**src/rtl/tvr_pkg.sv**
```systemverilog
// Purpose: Shared constants of the timer value register block
// Assumes: 32-bit Avalon-MM register bus, byte addresses
// Notes: Offsets are byte addresses
package tvr_pkg;
    // ----------------------------------------
    // Widths
    // ----------------------------------------
    localparam int TVR_CW = 16;
    localparam int TVR_AW = 8;
    // ----------------------------------------
    // Register offsets
    // ----------------------------------------
    localparam logic [7:0] OFS_CTRL = 8'h00;
    localparam logic [7:0] OFS_EVENT = 8'h14;
    localparam logic [7:0] OFS_COUNT = 8'h24;
    localparam logic [7:0] OFS_DIV = 8'h28;
    localparam logic [7:0] OFS_RELOAD = 8'h2C;
    localparam logic [7:0] OFS_CH0 = 8'h34;
    localparam logic [7:0] OFS_CH1 = 8'h38;
    localparam logic [7:0] OFS_CFG = 8'hFC;
    // ----------------------------------------
    // Field positions
    // ----------------------------------------
    localparam int CTRL_RUN_BIT = 0;
    localparam int CTRL_MODE0_LSB = 1;
    localparam int CTRL_MODE1_LSB = 3;
    localparam int CTRL_SHEN0_BIT = 5;
    localparam int CTRL_SHEN1_BIT = 6;
    localparam int CTRL_W = 7;
    localparam int EVENT_UPD_BIT = 0;
    localparam int CFG_FILTER_BIT = 1;
    // ----------------------------------------
    // Reset values
    // ----------------------------------------
    localparam logic [15:0] RST_VAL16 = 16'h0000;
    localparam logic [6:0] RST_CTRL = 7'h00;
    localparam logic [31:0] RST_RDATA = 32'h0000_0000;
endpackage

```
**src/rtl/tvr_prescaler.sv**
```systemverilog
// Purpose: Counter clock divider with update-loaded shadow ratio
// Assumes: Same clock as the register file
// Notes: tick is a one-cycle pulse per counter step
`timescale 1ns/1ps
module tvr_prescaler
    import tvr_pkg::*;
(
    input wire logic core_clk,
    input wire logic rst_b,
    input wire logic run,
    input wire logic restart,
    input wire logic upd,
    input wire logic [TVR_CW-1:0] divider,
    output logic tick
);
    logic [TVR_CW-1:0] shadow;
    logic [TVR_CW-1:0] pcnt;
    logic [TVR_CW-1:0] next_pcnt;
    wire at_end = (pcnt >= shadow);

    // ----------------------------------------
    // Divide by shadow + 1
    // ----------------------------------------
    assign next_pcnt = (restart || !run || at_end) ? RST_VAL16 : pcnt + 16'h0001;
    always_ff @(posedge core_clk) begin
        if (!rst_b) begin
            shadow <= RST_VAL16;
            pcnt <= RST_VAL16;
        end else begin
            pcnt <= next_pcnt;
            if (upd) begin
                shadow <= divider;
            end
        end
    end
    assign tick = run && !restart && at_end;

    a_shadow_hold: assert property (@(posedge core_clk) disable iff (!rst_b)
        !upd |=> $stable(shadow)) else $error("divider shadow moved without update");
    a_tick_space: assert property (@(posedge core_clk) disable iff (!rst_b)
        (tick && shadow != 16'h0000 && !upd) |=> !tick) else $error("ticks too close");
endmodule // tvr_prescaler

```
**src/rtl/tvr_channel.sv**
```systemverilog
// Purpose: One capture/compare channel value register
// Assumes: cap_pin is asynchronous to core_clk
// Notes: Capture on rising edge of the filtered pin
`timescale 1ns/1ps
module tvr_channel
    import tvr_pkg::*;
(
    input wire logic core_clk,
    input wire logic rst_b,
    input wire logic wr_en,
    input wire logic [TVR_CW-1:0] wr_data,
    input wire logic filter_on,
    input wire logic [1:0] mode,
    input wire logic shadow_en,
    input wire logic upd,
    input wire logic cap_pin,
    input wire logic [TVR_CW-1:0] count,
    output logic [TVR_CW-1:0] value,
    output logic match
);
    logic s1, s2, s3, level;
    logic [TVR_CW-1:0] active;
    wire in_mode = (mode != 2'b00);
    wire cap = in_mode && (s2 == s3) && s3 && !level;
    // Redundant writes dropped so compare timing is not disturbed
    wire wr_ok = wr_en && !in_mode && !(filter_on && wr_data == value);
    always_ff @(posedge core_clk) begin
        if (!rst_b) begin
            {s1, s2, s3, level} <= 4'h0;
            value <= RST_VAL16;
            active <= RST_VAL16;
            match <= 1'b0;
        end else begin
            s1 <= cap_pin;
            s2 <= s1;
            s3 <= s2;
            level <= (s2 == s3) ? s3 : level;
            if (cap) begin
                value <= count;
            end else if (wr_ok) begin
                value <= wr_data;
            end
            if (!shadow_en || upd) begin
                active <= value;
            end
            match <= !in_mode && (count == active);
        end
    end

    a_shadow_wait: assert property (@(posedge core_clk) disable iff (!rst_b)
        (shadow_en && !upd) |=> $stable(active)) else $error("compare shadow moved early");
    a_input_lock: assert property (@(posedge core_clk) disable iff (!rst_b)
        (in_mode && !cap) |=> $stable(value)) else $error("value changed in input mode");
endmodule // tvr_channel

```
**src/rtl/tvr_timer.sv**
```systemverilog
// Purpose: Value registers of a two-channel 16-bit up counter
// Assumes: Avalon-MM slave with waitrequest, 32-bit words
// Notes: Every access answers in two cycles
`timescale 1ns/1ps
module tvr_timer
    import tvr_pkg::*;
(
    input wire logic core_clk,
    input wire logic rst_b,
    input wire logic [TVR_AW-1:0] avs_address,
    input wire logic avs_read,
    input wire logic avs_write,
    input wire logic [31:0] avs_writedata,
    input wire logic [3:0] avs_byteenable,
    output logic [31:0] avs_readdata,
    output logic avs_waitrequest,
    input wire logic [1:0] cap_pin,
    output logic [1:0] cmp_match,
    output logic update_pulse
);
    // ----------------------------------------
    // Decode helpers
    // ----------------------------------------
    function automatic logic hit(input logic [7:0] a, input logic [7:0] ofs);
        hit = (a == ofs);
    endfunction

    logic [TVR_CW-1:0] count_field;
    logic [TVR_CW-1:0] divider_field;
    logic [TVR_CW-1:0] reload_field;
    logic same_value_write_filter;
    logic [CTRL_W-1:0] ctrl;
    logic [TVR_CW-1:0] chan0_value_field;
    logic [TVR_CW-1:0] chan1_value_field;
    logic [TVR_CW-1:0] next_count;
    logic [31:0] next_rdata;
    logic tick;

    // ----------------------------------------
    // Bus handshake
    // ----------------------------------------
    // Waitrequest drops one cycle after the request is seen
    wire req = avs_read || avs_write;
    wire accept = req && !avs_waitrequest;
    wire wr = accept && avs_write;
    // Only the low half is stored, so lanes 1:0 must be enabled
    wire lo_lanes = (avs_byteenable[1:0] == 2'b11);
    wire wr16 = wr && lo_lanes;

    wire wr_count = wr16 && hit(avs_address, OFS_COUNT);
    wire wr_div = wr16 && hit(avs_address, OFS_DIV);
    wire wr_reload = wr16 && hit(avs_address, OFS_RELOAD);
    wire wr_ch0 = wr16 && hit(avs_address, OFS_CH0);
    wire wr_ch1 = wr16 && hit(avs_address, OFS_CH1);
    wire wr_cfg = wr && avs_byteenable[0] && hit(avs_address, OFS_CFG);
    wire wr_ctrl = wr && avs_byteenable[0] && hit(avs_address, OFS_CTRL);
    wire upd_sw = wr && avs_byteenable[0] && hit(avs_address, OFS_EVENT)
        && avs_writedata[EVENT_UPD_BIT];

    // ----------------------------------------
    // Control fields
    // ----------------------------------------
    wire run = ctrl[CTRL_RUN_BIT];
    wire [1:0] mode0 = ctrl[CTRL_MODE0_LSB +: 2];
    wire [1:0] mode1 = ctrl[CTRL_MODE1_LSB +: 2];
    wire shen0 = ctrl[CTRL_SHEN0_BIT];
    wire shen1 = ctrl[CTRL_SHEN1_BIT];

    // ----------------------------------------
    // Counter
    // ----------------------------------------
    wire wrap = tick && (count_field >= reload_field);
    wire upd = upd_sw || wrap;
    // Software load wins over a wrap in the same cycle
    assign next_count = wr_count ? avs_writedata[15:0]
        : (upd_sw || wrap) ? RST_VAL16
        : tick ? count_field + 16'h0001
        : count_field;

    tvr_prescaler u_presc (
        .core_clk(core_clk),
        .rst_b(rst_b),
        .run(run),
        .restart(upd_sw || wr_count),
        .upd(upd),
        .divider(divider_field),
        .tick(tick)
    );

    // ----------------------------------------
    // Channels
    // ----------------------------------------
    tvr_channel u_ch0 (
        .core_clk(core_clk),
        .rst_b(rst_b),
        .wr_en(wr_ch0),
        .wr_data(avs_writedata[15:0]),
        .filter_on(same_value_write_filter),
        .mode(mode0),
        .shadow_en(shen0),
        .upd(upd),
        .cap_pin(cap_pin[0]),
        .count(count_field),
        .value(chan0_value_field),
        .match(cmp_match[0])
    );

    tvr_channel u_ch1 (
        .core_clk(core_clk),
        .rst_b(rst_b),
        .wr_en(wr_ch1),
        .wr_data(avs_writedata[15:0]),
        .filter_on(same_value_write_filter),
        .mode(mode1),
        .shadow_en(shen1),
        .upd(upd),
        .cap_pin(cap_pin[1]),
        .count(count_field),
        .value(chan1_value_field),
        .match(cmp_match[1])
    );

    // ----------------------------------------
    // Read mux
    // ----------------------------------------
    // Unmapped addresses read as zero
    assign next_rdata =
        hit(avs_address, OFS_COUNT) ? {16'h0000, count_field}
        : hit(avs_address, OFS_DIV) ? {16'h0000, divider_field}
        : hit(avs_address, OFS_RELOAD) ? {16'h0000, reload_field}
        : hit(avs_address, OFS_CH0) ? {16'h0000, chan0_value_field}
        : hit(avs_address, OFS_CH1) ? {16'h0000, chan1_value_field}
        : hit(avs_address, OFS_CFG) ? {30'h0000_0000, same_value_write_filter, 1'b0}
        : hit(avs_address, OFS_CTRL) ? {25'h000_0000, ctrl}
        : RST_RDATA;

    // ----------------------------------------
    // Registers
    // ----------------------------------------
    always_ff @(posedge core_clk) begin
        if (!rst_b) begin
            avs_waitrequest <= 1'b1;
            avs_readdata <= RST_RDATA;
        end else begin
            avs_waitrequest <= !(req && avs_waitrequest);
            if (avs_read && avs_waitrequest) begin
                avs_readdata <= next_rdata;
            end
        end
    end

    always_ff @(posedge core_clk) begin
        if (!rst_b) begin
            count_field <= RST_VAL16;
            divider_field <= RST_VAL16;
            reload_field <= RST_VAL16;
            same_value_write_filter <= 1'b0;
            ctrl <= RST_CTRL;
            update_pulse <= 1'b0;
        end else begin
            count_field <= next_count;
            update_pulse <= upd;
            if (wr_div) begin
                divider_field <= avs_writedata[15:0];
            end
            if (wr_reload) begin
                reload_field <= avs_writedata[15:0];
            end
            if (wr_cfg) begin
                same_value_write_filter <= avs_writedata[CFG_FILTER_BIT];
            end
            if (wr_ctrl) begin
                ctrl <= avs_writedata[CTRL_W-1:0];
            end
        end
    end

    // ----------------------------------------
    // Checks
    // ----------------------------------------
    a_count_read: assert property (@(posedge core_clk) disable iff (!rst_b)
        (avs_read && avs_waitrequest && hit(avs_address, OFS_COUNT))
        |=> avs_readdata == {16'h0000, $past(count_field)}) else $error("count read wrong");
    a_count_load: assert property (@(posedge core_clk) disable iff (!rst_b)
        wr_count |=> count_field == $past(avs_writedata[15:0])) else $error("count not loaded");
    a_reload_wrap: assert property (@(posedge core_clk) disable iff (!rst_b)
        (wrap && !wr_count) |=> count_field == 16'h0000) else $error("no wrap at limit");
    a_upper_zero: assert property (@(posedge core_clk) disable iff (!rst_b)
        avs_readdata[31:16] == 16'h0000) else $error("upper read bits set");
    a_filter_drop: assert property (@(posedge core_clk) disable iff (!rst_b)
        (wr_ch0 && same_value_write_filter && mode0 == 2'b00
        && avs_writedata[15:0] == chan0_value_field)
        |=> $stable(chan0_value_field)) else $error("equal write not dropped");
    a_value_write: assert property (@(posedge core_clk) disable iff (!rst_b)
        (wr_ch1 && mode1 == 2'b00 && !same_value_write_filter)
        |=> chan1_value_field == $past(avs_writedata[15:0])) else $error("value write lost");
    a_input_block: assert property (@(posedge core_clk) disable iff (!rst_b)
        (wr_ch0 && mode0 != 2'b00 && !u_ch0.cap)
        |=> $stable(chan0_value_field)) else $error("write passed in input mode");
    a_reset_clear: assert property (@(posedge core_clk)
        !rst_b |=> (count_field == 16'h0000 && divider_field == 16'h0000
        && reload_field == 16'h0000 && !same_value_write_filter
        && chan0_value_field == 16'h0000 && chan1_value_field == 16'h0000))
        else $error("reset did not clear");
    a_bus_answer: assert property (@(posedge core_clk) disable iff (!rst_b)
        (req && avs_waitrequest && $stable(avs_address)) |=> !avs_waitrequest)
        else $error("no answer in one cycle");
endmodule // tvr_timer

```
**config.mk**
```make
export PLATFORM = sky130hd
export DESIGN_NAME = tvr_timer
export DESIGN_NICKNAME = d
export VERILOG_FILES = /design/src/rtl/tvr_pkg.sv /design/src/rtl/tvr_prescaler.sv /design/src/rtl/tvr_channel.sv /design/src/rtl/tvr_timer.sv
export SDC_FILE = /design/constraint.sdc
export NUM_CORES = 1
export LEC_CHECK = 0
export BUFFER_PORTS_ARGS = -buffer_cell sky130_fd_sc_hd__buf_2
export CORE_ASPECT_RATIO = 2
export CORE_MARGIN = 1
export CORE_UTILIZATION = 40
export DETAILED_ROUTE_END_ITERATION = 10
export PLACE_DENSITY_LB_ADDON = 0.3
export SYNTH_ARGS = -nofsm -noshare
export SYNTH_HDL_FRONTEND = slang
export SYNTH_HIERARCHICAL = 1
export SYNTH_SLANG_ARGS = --single-unit
```
**constraint.sdc**
```tcl
create_clock -name core_clk -period 4.1 [get_ports core_clk]
set_clock_uncertainty 0.2 [all_clocks]
set_input_delay 0.205 -clock core_clk [delete_from_list [all_inputs] [get_ports core_clk]]
set_output_delay 0.205 -clock core_clk [all_outputs]
set_load 0.005 [all_outputs]
```
======== Yosys cells after proc, flatten, opt, wreduce, memory -nomap -nowiden ========
Index checks and enable logic that the tools add are counted.
word-level totals
  register bits after elaboration ......... 196
  input bits .............................. 50
  output and inout port bits .............. 36
  logic and storage cells ................. 115
operators by class
  $add $sub $neg .......................... 2
  order comparisons ....................... 2
  eq/ne operators ......................... 14
  mux-type cells .......................... 14
  bitwise operators ....................... 1
  reductions and logical operators ........ 58
operators by type and width
  operator                                             count
  two-way mux 16 bit                                   12
  equality test 16 bit                                 4
  equality test 8 x 6 -> 1 bit, second input constant  5
  adder 16 x 1 -> 16 bit, second input constant        2
  >= comparator 16 bit                                 2
  logical AND 1 bit                                    32
  two-way mux 7 bit                                    2
  zero test 1 bit                                      12
  equality test 8 x 5 -> 1 bit, second input constant  1
  equality test 8 bit, second input constant           1
  zero test 8 bit                                      1
  nonzero test 2 bit                                   4
  logical OR 1 bit                                     7
  nonzero test 3 bit                                   1
  equality test 1 bit                                  2
  equality test 2 bit, second input constant           1
  OR reduction 2 bit                                   1
  inverter 1 bit                                       1

======== Logic depth before layout (Yosys ltp) ========
  depth after elaboration ................. 14
  depth in mapped cells ................... 16

======== By module ========
The synthesis kept the hierarchy.
by module, submodules not included
  module         times used  cells an instance  area an instance (µm²)  seq. area each (µm²)
  tvr_timer      1           573                4531.8                  1481.4
  tvr_channel    2           226                2047.0                  740.7
  tvr_prescaler  1           186                1858.0                  640.6

======== Worst setup path before layout ========
Ideal clock, no wire load.
  path kind ............................... register -> register
  from .................................... register u_presc.shadow[15]
  to ...................................... register u_ch0.active[11]
  arrival time ............................ 2616 ps
  setup slack ............................. 1208 ps
  cell stages (with the launch flop) ...... 15
  cells stage by stage .................... dfxtp_1 > inv_1 > ha_1 > nand4_2 > nor4_2 > a21o_1 > o211a_1 > clkbuf_1 > nand2_1 > nand2_1 > nand2b_1 > clkbuf_1 > clkbuf_1 > nand2_1 > a21boi_0
between the ends
  word-level cells in the longest chain between the ends .. 5
ends and longest elaborated chain
  item                      RTL line             text
  start: declaration        tvr_prescaler.sv:16  logic [TVR_CW-1:0] shadow;
  start signal: assignment  tvr_prescaler.sv:32  shadow <= divider;
  >= comparator 16 bit      tvr_prescaler.sv:19  wire at_end = (pcnt >= shadow);
  logical AND 1 bit         tvr_prescaler.sv:36  assign tick = run && !restart && at_end;
  via tick                  tvr_timer.sv:37      logic tick;
  logical AND 1 bit         tvr_timer.sv:72      wire wrap = tick && (count_field >= reload_field);
  logical OR 1 bit          tvr_timer.sv:73      wire upd = upd_sw || wrap;
  via upd                   tvr_timer.sv:73
  logical OR 1 bit          tvr_channel.sv:43    if (!shadow_en || upd) begin
  end signal: assignment    tvr_channel.sv:44    active <= value;
  end: declaration          tvr_channel.sv:22    logic [TVR_CW-1:0] active;
The timed path passes the listed nets, and every way through them passes these cells.
A chain may end at the register's enable or synchronous reset.

======== Worst setup path in the final report ========
  from .................................... register u_presc.shadow[13]
  to ...................................... register u_ch1.active[5]
between the ends
  word-level cells in the longest chain between the ends .. 5
ends and longest elaborated chain
  item                    RTL line
  >= comparator 16 bit    tvr_prescaler.sv:19
  logical AND 1 bit       tvr_prescaler.sv:36
  via tick                tvr_timer.sv:37
  logical AND 1 bit       tvr_timer.sv:72
  logical OR 1 bit        tvr_timer.sv:73
  via upd                 tvr_timer.sv:73
  logical OR 1 bit        tvr_channel.sv:43
  end signal: assignment  tvr_channel.sv:44
  end: declaration        tvr_channel.sv:22
The timed path passes the listed nets, and every way through them passes these cells.

==> results.yml <==
status:
  status: "completed"
global_routing:
  grt-ovfl-total: 0
  grt_pass1_wl_um: 54490
  grt_max_degree: 87
  grt_pass1_vias: 9363
  track_usage: 0.2773
  grt_antenna_before_repair: 0
sta:
  max_freq_mhz: 291.6
  tns_ns: 0
  slew_headroom: 0.3858
  post-route-period-util: 0.8365
  drv_slew: 0
  setup_violations: 0
  worst_pin_slew_ns: 0.9213
  rsz0062_at_grt: "false"
  min_period_ns: 3.430
  timing.final.hold_violations: 0
cts:
  cts_buffers: 17
  cts_tree: "yes"
  cts_resized: 0
  clock-sinks: 180
  clock_latency_ns: 0.46
  htreeDepth: 4
  root_buffer: "clkbuf_16"
  post_cts_buffers: 0
  clk_pin_slew_ns: 0.07
  cts_buffer_depth: 2
worst_setup_path:
  critPathRequiredTime_ns: 4.28
  timing.rr.start: "u_presc/shadow[13]"
  crit_chain: "inv_1 -> ha_1 -> nand4_2 -> nor4_2 -> a21o_1 -> o211a_1 -> nand2_1 -> nand2_1 -> nand2b_1 -> nand2_1 -> a21boi_0"
  critPathMaxStageDelay_ns: 0.69
  cp_max_fo: 16
  crit_top_cell: "nand2_1"
  cp_slowest_cell: "nand2b_1"
  regToRegEndpoint: "u_ch1/active[5]"
  critPathArrivalTime_ns: 3.61
  cp-startpoint: "u_presc/shadow[13]"
  worstSetupPathType: "flop to flop"
  critPathLaunchType: "flop"
  reg2reg_depth: 11
  cp-endpoint: "u_ch1/active[5]"
  end_kind: "flop"
  worst-r2r-setup-slack_ns: 0.67
pwr:
  p_sw_frac: 0.2327
  design_power_total_w: 0.003921
  power_frac_clock: 0.483
  p_leak_nw: 4.100
  ir_drop_uv: 273.1
  pwr-share-comb: 0.066
  netSwitchingPower_w: 0.0009125
  power_frac_seq: 0.451
  powerDensity_mw_per_mm2: 329.8
  p_int_w: 0.003009
finish:
  syn_to_final_growth_pct: 13.43
  antennaDiodeCount: 0
  final_nets: 1347
  fin_util: 0.4617
  drive_gt1_frac: 0.1403
synthesis:
  synth_top_area_cell: "dfxtp_1"
  synth_area_leaders: "dfxtp_1, nand2_1, xnor2_1, ha_1, a21oi_1"
  ys.warnings.count: 6
  ys_seq_area_frac: 0.3437
  yosys.area.top_type_share: 0.3437
  syn_inst: 1211
  yosys_most_used_dff: "dfxtp_1"
  synth_cell_types: 77
  synth-seq-cells: 180
  synth.most_common_cell: "dfxtp_1"
  syn_area_mm2: 0.01048
  yosys-top-cells-count: "dfxtp_1, nand2_1, a21oi_1"
  syn_avg_cell_area_um2: 8.657
  synth_edf_count: 0
  ys_async_sr_fraction: 0
hold_path:
  timing.hold.worst.class: "primary input to flop"
drt:
  drt_wl_total_um: 36060
  drc: 0
  wl_per_cell_um: 22.31
  vias_per_cell: 6.020
  antenna_left: 0
  drt-initial-drc-count: 837
  firstDrtPassIters: 5
  vias: 9728
floorplan:
  die_area_mm2: 0.02690
  coreArea_mm2: 0.02575
  die_w_um: 116.5
  start_util: 0.4071
  die_y_um: 231.0
  num_io_pins: 86
  num_rows: 83
run:
  max_cap_violations: 0
placed_design:
  hpwlAfterDp_um: 25380
  port_buffers: 51
  gp_congestion: 0.9350
[layout by cell type, fill, tap and decap left out, drive strengths merged, types with 24 or more instances in the layout]
master,instances
o221a,37
xnor2,56
nor2b,31
nand3,30
a21oi,85
ha,34
nand2,175
mux2i,28
nand4,24
inv,44
buf,90
nor2,38
dfxtp,180
o221ai,30
a21boi,67
nor4,26
o21ai,52
[per-stage QoR]
stage / cell area [um^2] / instances / worst slack, ns / hold WS (ns)
2_1_floorplan: 10540 / 1226 / 1.208 / 0.1209
3_3_place_gp: 10990 / 1561 / 0.8490 / 0.2130
3_5_place_dp: 10990 / 1561 / 0.7894 / 0.2156
4_1_cts: 11890 / 1616 / 0.7605 / 0.03916
5_1_grt: 11890 / 1616 / 0.4984 / 0.06439
6_report: 11890 / 1616 / 0.6705 / 0.06217
[layout make-up]
cell class,count,area (um^2)
well taps,340,425.4
inverters,43,161.4
multi-input cells,908,6232
flip-flops and latches,180,3603
repair buffers,113,793.3
fillers,2609,13860
clock buffers,21,480.5
clock inverters,11,195.2
[kinds of logic (layout without fill, tap and decap cells)]
family,Yosys count,count (layout),synth area share
mux,30,30,0.02888
simple gates,384,384,0.2001
fa+ha+maj,34,34,0.04058
buf+inv,138,188,0.06719
other cells,1,16,0.0003577
compound gates,365,365,0.2531
xor+xnor,79,79,0.06600
flops,180,180,0.3437
[metal layers]
metal  track usage  part of all wire  vias up
met5             0                 0        -
met1        0.2767              0.35     4727
li1              -                 -     4470
met2        0.5009              0.53      388
met3       0.04096             0.043      143
met4        0.2111             0.077        0
[power by group through the flow]
stage                     registers (W)  logic (W)  clock network (W)
after global routing            0.00177   0.000274            0.00198
after floorplan                 0.00181   0.000141                  0
after global placement          0.00181   0.000232                  0
after detailed placement        0.00181   0.000235                  0
after CTS                       0.00177   0.000253            0.00192
final                           0.00177   0.000258            0.00189
[state kept, by name, indices dropped and copies added (netlist names), 7 cells and up]
name,count
u_presc/shadow,16
u_ch0/active,16
avs_readdata,16
divider_field,16
reload_field,16
u_ch0/value,16
u_presc/pcnt,16
ctrl,7
u_ch1/value,16
count_field,16
u_ch1/active,16
[worst min-delay path by stage]
stage	startpoint	endpoint	slack, ns	cells past startpoint
2_1_floorplan	avs_read	avs_waitrequest	0.12	1
3_3_place_gp	cap_pin[1]	u_ch1/s1	0.21	2
3_5_place_dp	cap_pin[1]	u_ch1/s1	0.22	2
4_1_cts	rst_b	count_field[1]	0.04	2
5_1_grt	rst_b	count_field[1]	0.06	2
6_report	rst_b	count_field[1]	0.06	2
[what timing repair did]
item,in CTS,in global routing
setup endpoints to repair,0,0
hold buffers,23,0
hold endpoints to repair,45,0
[worst max-delay path, delay by kind of cell (launching register included)]
kind	cells	cell delay (ns)
AO/OA/AOI/OAI	3	0.79
adder cells (fa/ha/maj)	1	0.33
buffers and inverters	1	0.07
flip-flops	1	0.33
AND/OR/NAND/NOR	6	1.63
No activity file was read; power rests on OpenSTA's default activity.
